**src/rtl/rst_strap_pkg.sv**
```systemverilog
// How it works
// - reset taken after pin held low 64 consecutive clocks; board holds it that long
// - pin below low threshold forces port pins to reset state asynchronously
// - reset pin assertion exits idle or power-down back to normal operation
// - watchdog or power-monitor reset drives reset pin low at least 12 clocks
// - during reset the program strobe pin is an input sampled for programming mode
// - external code select low means fetch from external memory starting at 0000h
package rst_strap_pkg;
  localparam int unsigned qual_periods = 64;
  localparam int unsigned drive_periods = 12;
  localparam int unsigned cnt_w = 7;
  localparam logic [cnt_w-1:0] qual_count = cnt_w'(qual_periods);
  localparam logic [cnt_w-1:0] drive_count = cnt_w'(drive_periods);
  localparam logic [cnt_w-1:0] count_zero = 7'h00;
  localparam logic [cnt_w-1:0] count_one = 7'h01;
  localparam logic [15:0] boot_vector = 16'h0000;

  typedef struct packed {
    logic in_system_programming_mode;
    logic external_fetch;
    logic [15:0] start_address;
  } boot_strap_t;

  localparam boot_strap_t strap_reset = '{1'b0, 1'b0, 16'h0000};
endpackage : rst_strap_pkg
```
**src/rtl/reset_pin_and_boot_strap.sv**
```systemverilog
`timescale 1ns/1ps
module reset_pin_and_boot_strap (
  // clock and reset
  input wire logic clk_sys,
  input wire logic reset_n,
  // reset pin, open drain
  input wire logic reset_pin_in,
  output logic reset_pin_out,
  output logic reset_pin_oe,
  // internal reset sources, one-cycle pulses
  input wire logic watchdog_reset,
  input wire logic power_monitor_reset,
  // power modes
  input wire logic idle_mode,
  input wire logic power_down_mode,
  output logic wake_request,
  // strap pins
  input wire logic program_strobe_pin,
  input wire logic external_code_select_pin,
  output logic program_strobe_oe,
  // results
  output logic core_reset,
  output logic port_reset_async,
  output rst_strap_pkg::boot_strap_t boot_strap
);
  import rst_strap_pkg::*;

  ////////////////////////////////////////////////////////////////////////////
  // reset synchroniser
  // release lands on a clock edge, assertion still acts at once
  logic rst_sync_a, rst_sync_b;
  always_ff @(posedge clk_sys or negedge reset_n) begin
    if (!reset_n) begin
      rst_sync_a <= 1'b0;
      rst_sync_b <= 1'b0;
    end else begin
      rst_sync_a <= 1'b1;
      rst_sync_b <= rst_sync_a;
    end
  end

  ////////////////////////////////////////////////////////////////////////////
  // port reset is set by a low pin with no clock, so a dead oscillator still resets ports; release waits for a clock edge
  always_ff @(posedge clk_sys or negedge reset_pin_in) begin
    if (!reset_pin_in) begin
      port_reset_async <= 1'b1;
    end else begin
      port_reset_async <= 1'b0;
    end
  end

  ////////////////////////////////////////////////////////////////////////////
  // qualification of a low reset pin
  // only consecutive low samples count toward a reset

  logic [cnt_w-1:0] qual_cnt;
  logic [cnt_w-1:0] next_qual_cnt;
  logic qual_done;

  // any high sample throws the count away, so glitches never reset the core
  always_comb begin
    next_qual_cnt = qual_cnt;
    if (!reset_pin_in) begin
      if (qual_cnt != qual_count) begin
        next_qual_cnt = qual_cnt + count_one;
      end
    end else begin
      next_qual_cnt = count_zero;
    end
  end

  // saturates at the threshold: a long hold cannot wrap and drop reset
  assign qual_done = (next_qual_cnt == qual_count);

  always_ff @(posedge clk_sys or negedge rst_sync_b) begin
    if (!rst_sync_b) begin
      qual_cnt <= count_zero;
    end else begin
      qual_cnt <= next_qual_cnt;
    end
  end

  ////////////////////////////////////////////////////////////////////////////
  // internal reset sources pull the pin low
  // the pin is open drain, so the board may stretch the low further

  logic [cnt_w-1:0] drive_cnt;
  logic [cnt_w-1:0] next_drive_cnt;
  logic source_hit;
  logic oe_q;
  logic next_oe;

  assign source_hit = watchdog_reset || power_monitor_reset;

  // every pulse reloads the full count, so back-to-back sources stretch the drive
  always_comb begin
    next_drive_cnt = drive_cnt;
    if (source_hit) begin
      next_drive_cnt = drive_count;
    end else if (drive_cnt != count_zero) begin
      next_drive_cnt = drive_cnt - count_one;
    end
    next_oe = (next_drive_cnt != count_zero);
  end

  always_ff @(posedge clk_sys or negedge rst_sync_b) begin
    if (!rst_sync_b) begin
      drive_cnt <= count_zero;
      oe_q <= 1'h0;
    end else begin
      drive_cnt <= next_drive_cnt;
      oe_q <= next_oe;
    end
  end

  ////////////////////////////////////////////////////////////////////////////
  // core reset
  // held from power-up until the pin is first seen high

  logic core_reset_q;
  logic next_core_reset;

  // our own drive reads back as a low pin, so the core is held until it ends
  always_comb begin
    next_core_reset = core_reset_q;
    if (qual_done) begin
      next_core_reset = 1'h1;
    end else if (reset_pin_in) begin
      next_core_reset = 1'h0;
    end
    if (source_hit) begin
      next_core_reset = 1'h1;
    end
  end

  always_ff @(posedge clk_sys or negedge rst_sync_b) begin
    if (!rst_sync_b) begin
      core_reset_q <= 1'h1;
    end else begin
      core_reset_q <= next_core_reset;
    end
  end

  ////////////////////////////////////////////////////////////////////////////
  // wake from idle or power-down
  // a level, not a pulse: the power control drops the mode itself

  logic wake_q;
  logic next_wake;
  logic sleeping;

  assign sleeping = idle_mode || power_down_mode;

  // no qualification here: even a short low pulse ends a sleep
  always_comb begin
    next_wake = 1'h0;
    if (!reset_pin_in && sleeping) begin
      next_wake = 1'h1;
    end
  end

  always_ff @(posedge clk_sys or negedge rst_sync_b) begin
    if (!rst_sync_b) begin
      wake_q <= 1'h0;
    end else begin
      wake_q <= next_wake;
    end
  end

  ////////////////////////////////////////////////////////////////////////////
  // boot straps
  // last sample before release wins; later pin moves are ignored

  boot_strap_t strap_q;
  boot_strap_t next_strap;

  // pins are followed for as long as reset lasts, then frozen for the run
  always_comb begin
    next_strap = strap_q;
    if (next_core_reset) begin
      next_strap.in_system_programming_mode = !program_strobe_pin;
      next_strap.external_fetch = !external_code_select_pin;
      next_strap.start_address = boot_vector;
    end
  end

  always_ff @(posedge clk_sys or negedge rst_sync_b) begin
    if (!rst_sync_b) begin
      strap_q <= strap_reset;
    end else begin
      strap_q <= next_strap;
    end
  end

  ////////////////////////////////////////////////////////////////////////////
  // pin drivers
  // strobe pin stays an input: this block never drives it

  logic next_pin_out;
  logic next_strobe_oe;

  // open drain: the pin is only ever pulled low or released, never driven high
  always_comb begin
    next_pin_out = 1'h0;
    next_strobe_oe = 1'h0;
  end

  always_ff @(posedge clk_sys or negedge rst_sync_b) begin
    if (!rst_sync_b) begin
      program_strobe_oe <= 1'h0;
      reset_pin_out <= 1'h0;
    end else begin
      program_strobe_oe <= next_strobe_oe;
      reset_pin_out <= next_pin_out;
    end
  end

  ////////////////////////////////////////////////////////////////////////////
  // registered copies onto the ports
  assign reset_pin_oe = oe_q;
  assign core_reset = core_reset_q;
  assign wake_request = wake_q;
  assign boot_strap = strap_q;
endmodule : reset_pin_and_boot_strap

```
**config.mk**
```make
export PLATFORM = sky130hd
export DESIGN_NAME = reset_pin_and_boot_strap
export DESIGN_NICKNAME = d
export VERILOG_FILES = /design/src/rtl/rst_strap_pkg.sv /design/src/rtl/reset_pin_and_boot_strap.sv
export SDC_FILE = /design/constraint.sdc
export NUM_CORES = 1
export LEC_CHECK = 0
export BUFFER_PORTS_ARGS = -buffer_cell sky130_fd_sc_hd__buf_2
export CAP_MARGIN = 20
export CORE_MARGIN = 10
export CORE_UTILIZATION = 54
export CTS_CLUSTER_SIZE = 10
export DETAILED_ROUTE_END_ITERATION = 8
export GPL_ROUTABILITY_DRIVEN = 0
export MAX_ROUTING_LAYER = met4
export PLACE_DENSITY_LB_ADDON = 0.2
export SLEW_MARGIN = 20
export SYNTH_ARGS = -nofsm -noshare
export SYNTH_HDL_FRONTEND = slang
export SYNTH_SLANG_ARGS = --single-unit
```
**constraint.sdc**
```tcl
create_clock -name clk_sys -period 1.69 [get_ports clk_sys]
set_input_delay 0.507 -clock clk_sys [delete_from_list [all_inputs] [get_ports clk_sys]]
set_output_delay 0.507 -clock clk_sys [all_outputs]
set_load 0.03 [all_outputs]
```
Word-level counts from Yosys, hierarchy flattened. Index checks and enable logic that the tools add are counted.

Register bits: 22. Logic and storage cells: 30.

$add $sub $neg: 2. Equal/unequal tests: 2. Muxes and demuxes: 8. Reductions and logical operators: 8.

Operator list (number): 2-to-1 mux 7 bit (4); nonzero test 7 bit (2); adder 7 x 1 -> 7 bit, second input constant (1); == test 7 bit, second input constant (1); inequality test 7 bit, second input constant (1); subtractor 7 x 1 -> 7 bit, second input constant (1); 2-to-1 mux 1 bit (4); logical NOT 1 bit (3); logical OR 1 bit (2); logical AND 1 bit (1).

Logic depth before layout (Yosys ltp). Gate-level depths: netlist of run 1.

Word-level depth: 6. Depth in mapped cells: 7.

Least setup slack after synthesis of run 1. OpenSTA, ideal clock, no wires.

Path kind: register to register. From: register qual_cnt[0]. To: register strap_q (netlist bit boot_strap[16]). Data arrival time: 1.833 ns. Required time: 1.611 ns. Slack: -0.223 ns. Stages on the path, launching flop included: 8. Clock period less this slack: 1.913 ns. Cells stage by stage: dfrtp_1 -> inv_1 -> ha_1 -> nand4bb_4 -> nor3_4 -> or4_4 -> a211oi_2 -> mux2i_1.

Longest elaborated chain between the ends: 6.

RTL lines: start: declaration (line reset_pin_and_boot_strap.sv:56) `logic [cnt_w-1:0] qual_cnt;`; start signal: assignment (line reset_pin_and_boot_strap.sv:77) `qual_cnt <= count_zero;`; start signal: assignment (line reset_pin_and_boot_strap.sv:79) `qual_cnt <= next_qual_cnt;`; adder 7 x 1 -> 7 bit or inequality test 7 bit (tied branches) (line reset_pin_and_boot_strap.sv:65, reset_pin_and_boot_strap.sv:64); 2-to-1 mux 7 bit * (line reset_pin_and_boot_strap.sv:64) `if (qual_cnt != qual_count) begin`; 2-to-1 mux 7 bit * (line reset_pin_and_boot_strap.sv:63) `if (!reset_pin_in) begin`; == test 7 bit * (line reset_pin_and_boot_strap.sv:73) `assign qual_done = (next_qual_cnt == qual_count);`; 2-to-1 mux 1 bit * (line reset_pin_and_boot_strap.sv:126) `if (qual_done) begin`; 2-to-1 mux 1 bit * (line reset_pin_and_boot_strap.sv:131) `if (source_hit) begin`; via next_core_reset (line reset_pin_and_boot_strap.sv:121) `logic next_core_reset;`; end signal: assignment (line reset_pin_and_boot_strap.sv:189) `strap_q <= strap_reset;`; end signal: assignment (line reset_pin_and_boot_strap.sv:191) `strap_q <= next_strap;`; end: declaration (line reset_pin_and_boot_strap.sv:174) `boot_strap_t strap_q;`.

The timed path passes the listed nets; every way through them passes the cells marked *. A chain may end at the register's enable or synchronous reset.

Worst setup path in the final report of run 1.
From: register qual_cnt[1]. To: register strap_q (netlist bit boot_strap[17]).

The elaborated chain is that of the path after synthesis.

==> results.txt, run 1 <==
----------------------------------------------------
[Outcome]
  Outcome ... finished with violations
  Violated checks ... negative setup slack

[Drt]
  Average routed wire per standard cell ... 14.3 µm
  Detailed-routing iteration count for the pre-antenna-repair pass ... 4
  Number of nets with antenna violations after detailed routing ... 0
  Vias per std cell ... 4.98
  Total detailed-routing wirelength ... 2900 µm
  Initial detailed-routing violation count ... 59
  Post-route DRC violation count ... 0
  DR vias ... 1010

[Global route]
  Global-route wire length before repair ... 4940 µm
  Global-route total usage across every layer ... 12.4%
  Vias in the first global route ... 1136
  GRT overflow ... 0
  Number of antenna violations at the first check in global routing ... 0
  Maximum number of pins on one net before global-route repair ... 20

[Job]
  Reported max-cap violation count ... 0

[Worst setup path]
  Required time of the worst setup path ... 1.95 ns
  Type of the worst setup path ... reg2reg
  Startpoint kind of the worst setup timing path ... register
  Reg2Reg Depth ... 7
  Highest-delay cell along the critical path ... sky130_fd_sc_hd__or4_4
  Arrival time of data at the critical path endpoint ... 2.09 ns
  Kind of end point of the critical path ... register
  Worst-path fanout max ... 4
  Crit path cell chain ... inv_2 > ha_4 > nand4bb_4 > nor3_4 > or4_4 > a211oi_4 > mux2i_1
  Slowest stage delay, CP ... 0.49 ns

[Layout]
  Reg area ... 553 µm²
  Net count of the finished layout ... 189
  Post-Layout Cell Count ... 203
  Fillers ... 160
  Syn-to-layout area delta ... 25.8%
  Share of post-route cells with drive strength above 1 ... 34.9%
  Fraction of the core area covered by cells at the end of the flow ... 72.4%
  Diodes inserted ... 0
  Footprint of the multi-input gates ... 676 µm²

[Die]
  Full die area ... 4760 µm²
  Number of core rows ... 17
  Boundary pin count ... 33
  CORE AREA ... 2250 µm²
  Initial cell density of the core ... 57.5%
  Horizontal extent of the die ... 69.0 µm
  Chip height ... 69.0 µm

[Timing]
  Setup violation total in the final timing report ... 3
  Minimum clock period after layout ... 1.83 ns
  Final setup margin ... -0.141 ns
  Max Transition Viols Final ... 0
  Highest attainable clock frequency ... 546 MHz
  Worst setup skew after layout ... 0.0106 ns
  Final cycle utilization of the critical path ... 108%
  Setup repair after global routing missed its margin ... true
  Final Hold Fails ... 0
  Final-layout setup total negative slack ... -0.344 ns

[Placed design]
  Detailed Place HPWL ... 2160 µm
  Number of port buffers ... 14
  Placed cells ... 195

[Power and ir drop]
  Total Power ... 1250 µW
  Max IR drop VDD ... 670 µV
  Power per unit of standard cell area ... 765 nW/µm²
  Static Leakage ... 0.000765 µW

[Synth]
  Syn Area/Cell ... 9.83 µm²
  Post-synth top area cell ... sky130_fd_sc_hd__dfrtp_1
  Post-synth EDFFs ... 0
  Share of synthesized area occupied by flip-flops and latches ... 42.6%
  Number of instances in the synthesized netlist ... 132
  Synthesis warning total ... 0
  Most instantiated flip-flop cell in the synthesis netlist ... sky130_fd_sc_hd__dfrtp_1
  Async SR Flop Fraction ... 100%
  Largest cells by area after synthesis ... sky130_fd_sc_hd__dfrtp_1 (39%), sky130_fd_sc_hd__buf_4 (11%), sky130_fd_sc_hd__xnor2_1 (4.7%), sky130_fd_sc_hd__nor2_1 (4.3%), sky130_fd_sc_hd__dfstp_2 (4.1%)
  Most repeated cell in the gate-level netlist after synthesis ... sky130_fd_sc_hd__dfrtp_1
  Cell variety after synth ... 32
  Flop and latch count out of synthesis ... 22
  Top post-synthesis cells by count ... sky130_fd_sc_hd__dfrtp_1 (20), sky130_fd_sc_hd__buf_4 (19), sky130_fd_sc_hd__nor2_1 (15)
  Post-synthesis instance area ... 1300 µm²
  Share of the synthesized area in the top cell type ... 38.6%

[CTS]
  Clk sinks ... 22
  Total CTS buffers ... 3
  CTS clk-pin slew, worst paths ... 0.13 ns
  TritonCTS clock tree ... built
  CTS Root Buffer Type ... sky130_fd_sc_hd__clkbuf_4
  Deepest clock path buffer count ... 2
  CTS H-Tree Depth ... 1
  Clk_lat worst skew ... 0.32 ns

[Min path]
  Type of the tightest min-delay check ... reg2async

----------------------------------------------------
## area by class of cell
| cell class | count | area share (%) |
|---|---|---|
| clock inverter | 1 | 1.84 |
| tap | 28 | 2.15 |
| sequential | 22 | 33.9 |
| clock buffer | 3 | 1.38 |
| timing repair buffer | 43 | 17.8 |
| inverter | 7 | 1.61 |
| multi-input combinational | 99 | 41.4 |
## timing repair
item / 4_1_cts / 5_1_grt
resized for setup: 2 / 5
hold buffers: 1 / 0
setup endpoints to repair: 3 / 8
endpoints found under the hold margin: 2 / 0
pin swaps: 1 / 0
buffers inserted: 2 / 1
## critical path: cells and delay by family (launching register included)
| kind | cells | cell delay [ns] |
|---|---|---|
| AND/OR/NAND/NOR | 3 | 0.64 |
| flip-flops | 1 | 0.41 |
| AO/OA/AOI/OAI | 1 | 0.28 |
| multiplexers | 1 | 0.21 |
| adder cells (fa/ha/maj) | 1 | 0.16 |
| buffers and inverters | 1 | 0.07 |
## through the flow
step / hold WS (ns) / setup slack, ns / area (µm²)
2_1_floorplan: 0.211 / -0.168 / 1390
3_3_place_gp: 0.204 / -0.202 / 1510
4_1_cts: 0.220 / -0.155 / 1590
3_5_place_dp: 0.208 / -0.239 / 1510
5_1_grt: 0.251 / -0.239 / 1630
6_report: 0.206 / -0.141 / 1630
## layout by cell type, fill, tap and decap left out, drive strengths merged, types with 2 or more instances in the layout
cell	instances
or3	2
mux2i	3
nor4	3
nor3	6
nor2	15
xnor2	7
clkbuf	3
dfstp	2
nand3	3
nand3b	2
ha	4
o21ai	3
dfrtp	20
inv	7
nand4	3
buf	42
a31oi	2
nand2	10
xor2	4
a21oi	4
conb	20
## report_power, final
part | leakage, µW | internal (µW) | total (µW) | switching (µW)
sequential | 0.000271 | 552 | 571 | 19.3
combinational | 0.000466 | 99.8 | 267 | 167
clock | 0.0000279 | 240 | 410 | 170
## state kept, by name, summed over array words and instances (netlist names)
| signal | cells |
|---|---|
| reset_pin_oe | 1 |
| rst_sync_a | 1 |
| boot_strap | 2 |
| wake_request | 1 |
| rst_sync_b | 1 |
| drive_cnt | 7 |
| qual_cnt | 7 |
| port_reset_async | 1 |
| core_reset | 1 |
## final timing paths
path,start,endpoint,slack [ns]
max in group asynchronous,reset_n,rst_sync_b,1.14
min in group clk_sys,program_strobe_pin,boot_strap[17],0.34
setup / recovery,qual_cnt[1],boot_strap[17],-0.14
setup reg to reg,qual_cnt[1],boot_strap[17],-0.14
hold reg to reg,rst_sync_b,boot_strap[16],0.21
hold / removal,rst_sync_b,boot_strap[16],0.21
## logic make-up (layout without fill, tap and decap cells)
logic type | count (synthesis) | count (layout) | synth area share, %
AOI/OAI and AO/OA | 12 | 12 | 5.98
xor gates and xnor gates | 11 | 11 | 7.43
adders and majority gates | 4 | 4 | 3.86
buffers and inverters | 29 | 54 | 15.7
DFF | 22 | 22 | 42.6
muxes | 3 | 3 | 2.31
other | 2 | 20 | 0.579
and+or+nand+nor | 49 | 49 | 21.5
## layer usage
metal	track usage (%)	up-vias	part of all wire, %
met5	-	-	0
met4	6.87	0	2.6
met3	2.85	9	4.6
met2	20.2	32	49
met1	13.7	483	44
li1	-	486	-
Power figures use the tool's default switching activity.
==> run 2, diff against run 1 <==
- SKIP_CTS_REPAIR_TIMING: not set -> 1
==> results.txt, run 2 (same netlist as run 1, synthesis figures left out) <==
----------------------------------------------------
[Timing]
  Final cycle utilization of the critical path ... 110% (+1.7 points)
  Max Transition Viols Final ... 0 (unchanged)
  Setup violation total in the final timing report ... 3 (unchanged)
  Worst setup skew after layout ... 0.0161 ns (+0.00550 ns)
  Setup repair after global routing missed its margin ... true
  Highest attainable clock frequency ... 538 MHz (-1.5%)
  Final-layout setup total negative slack ... -0.432 ns (-0.0878 ns)
  Final setup margin ... -0.169 ns (-0.0283 ns)
  Minimum clock period after layout ... 1.86 ns (+0.0283 ns)
  Final Hold Fails ... 0 (unchanged)

[Die]
  Boundary pin count ... 33 (unchanged)
  Chip height ... 69.0 µm (unchanged)
  Full die area ... 4760 µm² (unchanged)
  Initial cell density of the core ... 57.5% (unchanged)
  CORE AREA ... 2250 µm² (unchanged)
  Number of core rows ... 17 (unchanged)
  Horizontal extent of the die ... 69.0 µm (unchanged)

[Global route]
  Vias in the first global route ... 1117 (-1.7%)
  GRT overflow ... 0 (unchanged)
  Number of antenna violations at the first check in global routing ... 0 (unchanged)
  Maximum number of pins on one net before global-route repair ... 20 (unchanged)
  Global-route total usage across every layer ... 11.9% (-0.54 points)
  Global-route wire length before repair ... 4760 µm (-3.6%)

[Placed design]
  Number of port buffers ... 14 (unchanged)
  Placement Setup Slack ... -0.239 ns (unchanged)
  Detailed Place HPWL ... 2160 µm (unchanged)

[Layout]
  Share of post-route cells with drive strength above 1 ... 33.9% (-0.95 points)
  Fillers ... 165 (+3.1%)
  Leading cell type in the layout, fill and taps excluded ... sky130_fd_sc_hd__buf_4
  Net count of the finished layout ... 188 (-0.53%)
  Diodes inserted ... 0 (unchanged)
  Syn-to-layout area delta ... 25.0%
  Leading cell types in the layout, fill and taps excluded ... sky130_fd_sc_hd__buf_4 (27), sky130_fd_sc_hd__conb_1 (20), sky130_fd_sc_hd__dfrtp_1 (20)

[Job]
  Reported max-cap violation count ... 0 (unchanged)

[Power and ir drop]
  Internal power consumption ... 888 µW (-0.39%)
  Switching component of the power ... 362 µW (+1.4%)
  Max IR drop VDD ... 679 µV (+1.4%)
  Net switching fraction of the power ... 28.9% (+0.36 points)
  Combinational power share ... 21.0% (-0.4 points)
  Flop pwr share ... 45.7% (about the same)
  Power per unit of standard cell area ... 771 nW/µm² (+0.81%)
  Share of power burned in the clock network ... 33.3% (+0.4 points)
  Static Leakage ... 0.000760 µW (-0.60%)

[Drt]
  Number of nets with antenna violations after detailed routing ... 0 (unchanged)
  Average routed wire per standard cell ... 14.4 µm (+1.0%)
  Post-route DRC violation count ... 0 (unchanged)
  Detailed-routing iteration count for the pre-antenna-repair pass ... 4 (unchanged)
  Total detailed-routing wirelength ... 2920 µm (+0.55%)
  Initial detailed-routing violation count ... 54 (-8.5%)
  DR vias ... 1002 (-0.79%)
  Vias per std cell ... 4.96 (-0.30%)

[CTS]
  Deepest clock path buffer count ... 2 (unchanged)
  CTS Root Buffer Type ... sky130_fd_sc_hd__clkbuf_4
  Clk_lat worst skew ... 0.33 ns (about the same)
  TritonCTS clock tree ... built
  CTS H-Tree Depth ... 1 (unchanged)
  CTS clk-pin slew, worst paths ... 0.14 ns (about the same)
  Total CTS buffers ... 3 (unchanged)
  Clk sinks ... 22 (unchanged)

[Outcome]
  Outcome ... finished with violations
  Violated checks ... negative setup slack

[Worst setup path]
  Crit path cell chain ... buf_4 > ha_1 > nand2_1 > buf_4 > a21oi_1 > a31oi_4 > a211oi_4 > mux2i_1
  Required time of the worst setup path ... 1.96 ns (about the same)
  Arrival time of data at the critical path endpoint ... 2.13 ns (+0.04 ns)
  Highest-delay cell along the critical path ... sky130_fd_sc_hd__dfrtp_1
  CP startpoint ... qual_cnt[1]
  Critical register-to-register path startpoint ... qual_cnt[1]
  Worst-path fanout max ... 3 (-1)
  Most frequent cell on the critical path ... sky130_fd_sc_hd__buf_4
  Startpoint kind of the worst setup timing path ... register
  Cell family with most CP delay ... compound AO/OA/AOI/OAI gates
  Worst path bufs/invs ... 2 (+1)
  Kind of end point of the critical path ... register
  Type of the worst setup path ... reg2reg
  Slowest stage delay, CP ... 0.41 ns (-0.08 ns)

[Min path]
  Type of the tightest min-delay check ... reg2async

----------------------------------------------------
run 2: cell count changes in the layout (fill, tap and decap cells not counted), sizes merged:
cell  change
buf       -1
run 2: worst reg2reg max path, delay by kind of cell (launching register included):
| kind | cells | cell delay [ns] |
|---|---|---|
| simple gates | 1 | 0.09 |
| mux | 1 | 0.21 |
| buf+inv | 2 | 0.28 |
| flops | 1 | 0.41 |
| fa+ha+maj | 1 | 0.18 |
| compound gates | 3 | 0.63 |
run 2: cell type report:
type,count,area [µm²],share of cell area [%]
clock inverters,1,30.0,1.85
multi-input cells,99,672,41.4
flip-flops and latches,22,553,34.1
well taps,28,35.0,2.16
inverters,7,26.3,1.62
clock buffers,3,22.5,1.39
repair buffers,42,283,17.4
run 2: worst paths after layout:
path	endpoint	slack (ns)	cells after the start
worst max-delay path	boot_strap[17]	-0.17	8
worst min-delay path	boot_strap[16]	0.21	1
worst max register to register	boot_strap[17]	-0.17	8
worst min register to register	boot_strap[16]	0.21	1
max in group asynchronous	rst_sync_b	1.14	2
min in group clk_sys	boot_strap[17]	0.33	2
run 2: power groups by stage:
stage	combinational (µW)	clock (µW)	sequential [µW]
6_report	263	416	571
2_1_floorplan	175	0	604
3_3_place_gp	241	0	577
4_1_cts	246	421	570
5_1_grt	285	450	575
3_5_place_dp	246	0	579
run 2: metrics by stage:
step | hold WS [ns] | power (µW) | instances | cell area (µm²) | utilization, %
after floorplan | 0.211 | 779 | 150 | 1390 | -
after global placement | 0.204 | 818 | 195 | 1510 | 66.8
after detailed placement | 0.208 | 824 | 195 | 1510 | 66.8
after CTS | -0.0708 | 1240 | 199 | 1560 | 69.1
after global routing | 0.250 | 1310 | 202 | 1620 | 71.9
final | 0.208 | 1250 | 202 | 1620 | 71.9
run 2: metal layers:
layer	vias to the layer above	global-route usage (%)	share of wire [%]
met4	0	6.21	1.9
met2	28	19.5	49
met1	483	13.3	46
met3	5	2.43	3.5
li1	486	-	-
met5	-	-	0
==> run 3, diff against run 2 <==
- PLACE_DENSITY: not set -> 0.93
- PLACE_DENSITY_LB_ADDON: 0.2 -> not set
==> results.txt, run 3 (same netlist as run 1, synthesis figures left out) <==
----------------------------------------------------
[Job]
  Reported max-cap violation count ... 0 (unchanged)

[Worst setup path]
  Startpoint kind of the worst setup timing path ... register
  Worst-path fanout max ... 4 (+1)
  Reg2Reg Depth ... 7 (-1)
  Worst R2R End ... boot_strap[17]
  Arrival time of data at the critical path endpoint ... 2.16 ns (+0.03 ns)
  Kind of end point of the critical path ... register
  CP startpoint ... qual_cnt[1]
  Required time of the worst setup path ... 1.93 ns (-0.03 ns)
  Type of the worst setup path ... reg2reg
  Worst R2R Setup Slack ... -0.23 ns (-0.06 ns)
  Critical register-to-register path startpoint ... qual_cnt[1]
  Destination of the critical timing path ... boot_strap[17]

[Timing]
  Setup repair after global routing missed its margin ... true
  Final cycle utilization of the critical path ... 113% (+3.4 points)
  Final-layout setup total negative slack ... -0.471 ns (-0.0387 ns)
  Setup violation total in the final timing report ... 3 (unchanged)
  Final Hold Fails ... 0 (unchanged)
  Final setup margin ... -0.226 ns (-0.0571 ns)
  Worst slew slack as a fraction of its limit ... 49.6%
  Worst setup skew after layout ... 0.00603 ns (-0.0101 ns)
  Highest attainable clock frequency ... 522 MHz (-3.0%)
  Worst Tran Pin Value ... 0.756 ns
  Minimum clock period after layout ... 1.92 ns (+0.0571 ns)
  Max Transition Viols Final ... 0 (unchanged)

[Drt]
  Initial detailed-routing violation count ... 36 (-33%)
  Number of nets with antenna violations after detailed routing ... 0 (unchanged)
  Average routed wire per standard cell ... 15.4 µm (+6.7%)
  Vias per std cell ... 5.24 (+5.6%)
  DR vias ... 1021 (+1.9%)
  Post-route DRC violation count ... 0 (unchanged)
  Detailed-routing iteration count for the pre-antenna-repair pass ... 4 (unchanged)
  Total detailed-routing wirelength ... 3010 µm (+3.0%)

[CTS]
  Total CTS buffers ... 3 (unchanged)
  Clk_lat worst skew ... 0.31 ns (-0.02 ns)
  CTS clk-pin slew, worst paths ... 0.13 ns (about the same)
  Clk sinks ... 22 (unchanged)
  CTS H-Tree Depth ... 1 (unchanged)
  CTS Root Buffer Type ... sky130_fd_sc_hd__clkbuf_4
  Deepest clock path buffer count ... 2 (unchanged)
  TritonCTS clock tree ... built

[Global route]
  Maximum number of pins on one net before global-route repair ... 20 (unchanged)
  Number of antenna violations at the first check in global routing ... 0 (unchanged)
  Global-route wire length before repair ... 4970 µm (+4.5%)
  Global-route total usage across every layer ... 12.4% (+0.54 points)
  Vias in the first global route ... 1121 (+0.36%)
  GRT overflow ... 0 (unchanged)

[Power and ir drop]
  Static Leakage ... 0.000725 µW (-4.6%)
  Max IR drop VDD ... 627 µV (-7.7%)
  Power per unit of standard cell area ... 800 nW/µm² (+3.8%)

[Placed design]
  Placed cells ... 189 (-3.1%)
  Placement Setup Slack ... -0.276 ns (-0.0376 ns)
  Number of port buffers ... 14 (unchanged)
  Placed cell area ... 1460 µm² (-3.0%)
  Detailed Place HPWL ... 2400 µm (+11%)

[Layout]
  Fraction of the core area covered by cells at the end of the flow ... 67.9% (-4.0 points)
  Syn-to-layout area delta ... 18.0%
  Leading cell types in the layout, fill and taps excluded ... sky130_fd_sc_hd__conb_1 (20), sky130_fd_sc_hd__dfrtp_1 (20), sky130_fd_sc_hd__buf_4 (20)
  Design Area, Final ... 1530 µm² (-5.6%)
  Diodes inserted ... 0 (unchanged)
  Net count of the finished layout ... 181 (-3.7%)
  Share of post-route cells with drive strength above 1 ... 28.7% (-5.2 points)
  Post-Layout Cell Count ... 195 (-3.5%)

[Die]
  Horizontal extent of the die ... 69.0 µm (unchanged)
  CORE AREA ... 2250 µm² (unchanged)
  Initial cell density of the core ... 57.5% (unchanged)
  Boundary pin count ... 33 (unchanged)
  Chip height ... 69.0 µm (unchanged)
  Full die area ... 4760 µm² (unchanged)
  Number of core rows ... 17 (unchanged)

[Min path]
  Type of the tightest min-delay check ... in2async

[Outcome]
  Violated checks ... negative setup slack
  Outcome ... finished with violations

----------------------------------------------------
[run 3: cell count changes in the layout (fill, tap and decap cells not counted), sizes merged]
cell,previous run,this run
buf,41,34
[run 3: critical path, cell delays in order (launching register included)]
cell and delay, ns:
sky130_fd_sc_hd__dfrtp_1 0.42, sky130_fd_sc_hd__inv_2 0.07, sky130_fd_sc_hd__ha_4 0.17, sky130_fd_sc_hd__nand4bb_4 0.09
sky130_fd_sc_hd__nor3_4 0.06, sky130_fd_sc_hd__or4_4 0.50, sky130_fd_sc_hd__a211oi_4 0.31, sky130_fd_sc_hd__mux2i_1 0.22
[run 3: stage by stage]
step / hold WS, ns / total power [µW]
6_report: 0.301 / 1230
2_1_floorplan: 0.211 / 779
3_3_place_gp: 0.292 / 804
3_5_place_dp: 0.295 / 819
4_1_cts: -0.0564 / 1220
5_1_grt: 0.299 / 1270
[run 3: worst min path at each step]
stage / end / slack [ns] / depth (start not counted)
final: port_reset_async / 0.30 / 2
after global routing: port_reset_async / 0.30 / 2
after CTS: rst_sync_a / -0.06 / 1
after detailed placement: rst_sync_a / 0.30 / 1
after global placement: rst_sync_a / 0.29 / 1
after floorplan: rst_sync_a / 0.21 / 0
[run 3: per-layer routing]
| metal | up-vias | part of all wire [%] | track usage [%] |
|---|---|---|---|
| li1 | 478 | - | - |
| met1 | 472 | 40 | 12.9 |
| met2 | 57 | 49 | 20.8 |
| met3 | 14 | 7.1 | 2.57 |
| met4 | 0 | 4.1 | 8.20 |
| met5 | - | 0 | - |
[run 3: area by class of cell]
cell class / instances / area [µm²]
fill: 166 / 723
multi-input combinational: 99 / 634
sequential: 22 / 553
timing repair buffer: 35 / 230
tap: 28 / 35.0
clock inverter: 1 / 30.0
inverter: 7 / 26.3
clock buffer: 3 / 22.5
[run 3: power by group]
part | leakage, µW | internal [µW] | switching (µW)
clock | 0.0000279 | 240 | 166
sequential | 0.000271 | 552 | 28.1
combinational | 0.000427 | 84.6 | 156
total | 0.000725 | 876 | 350
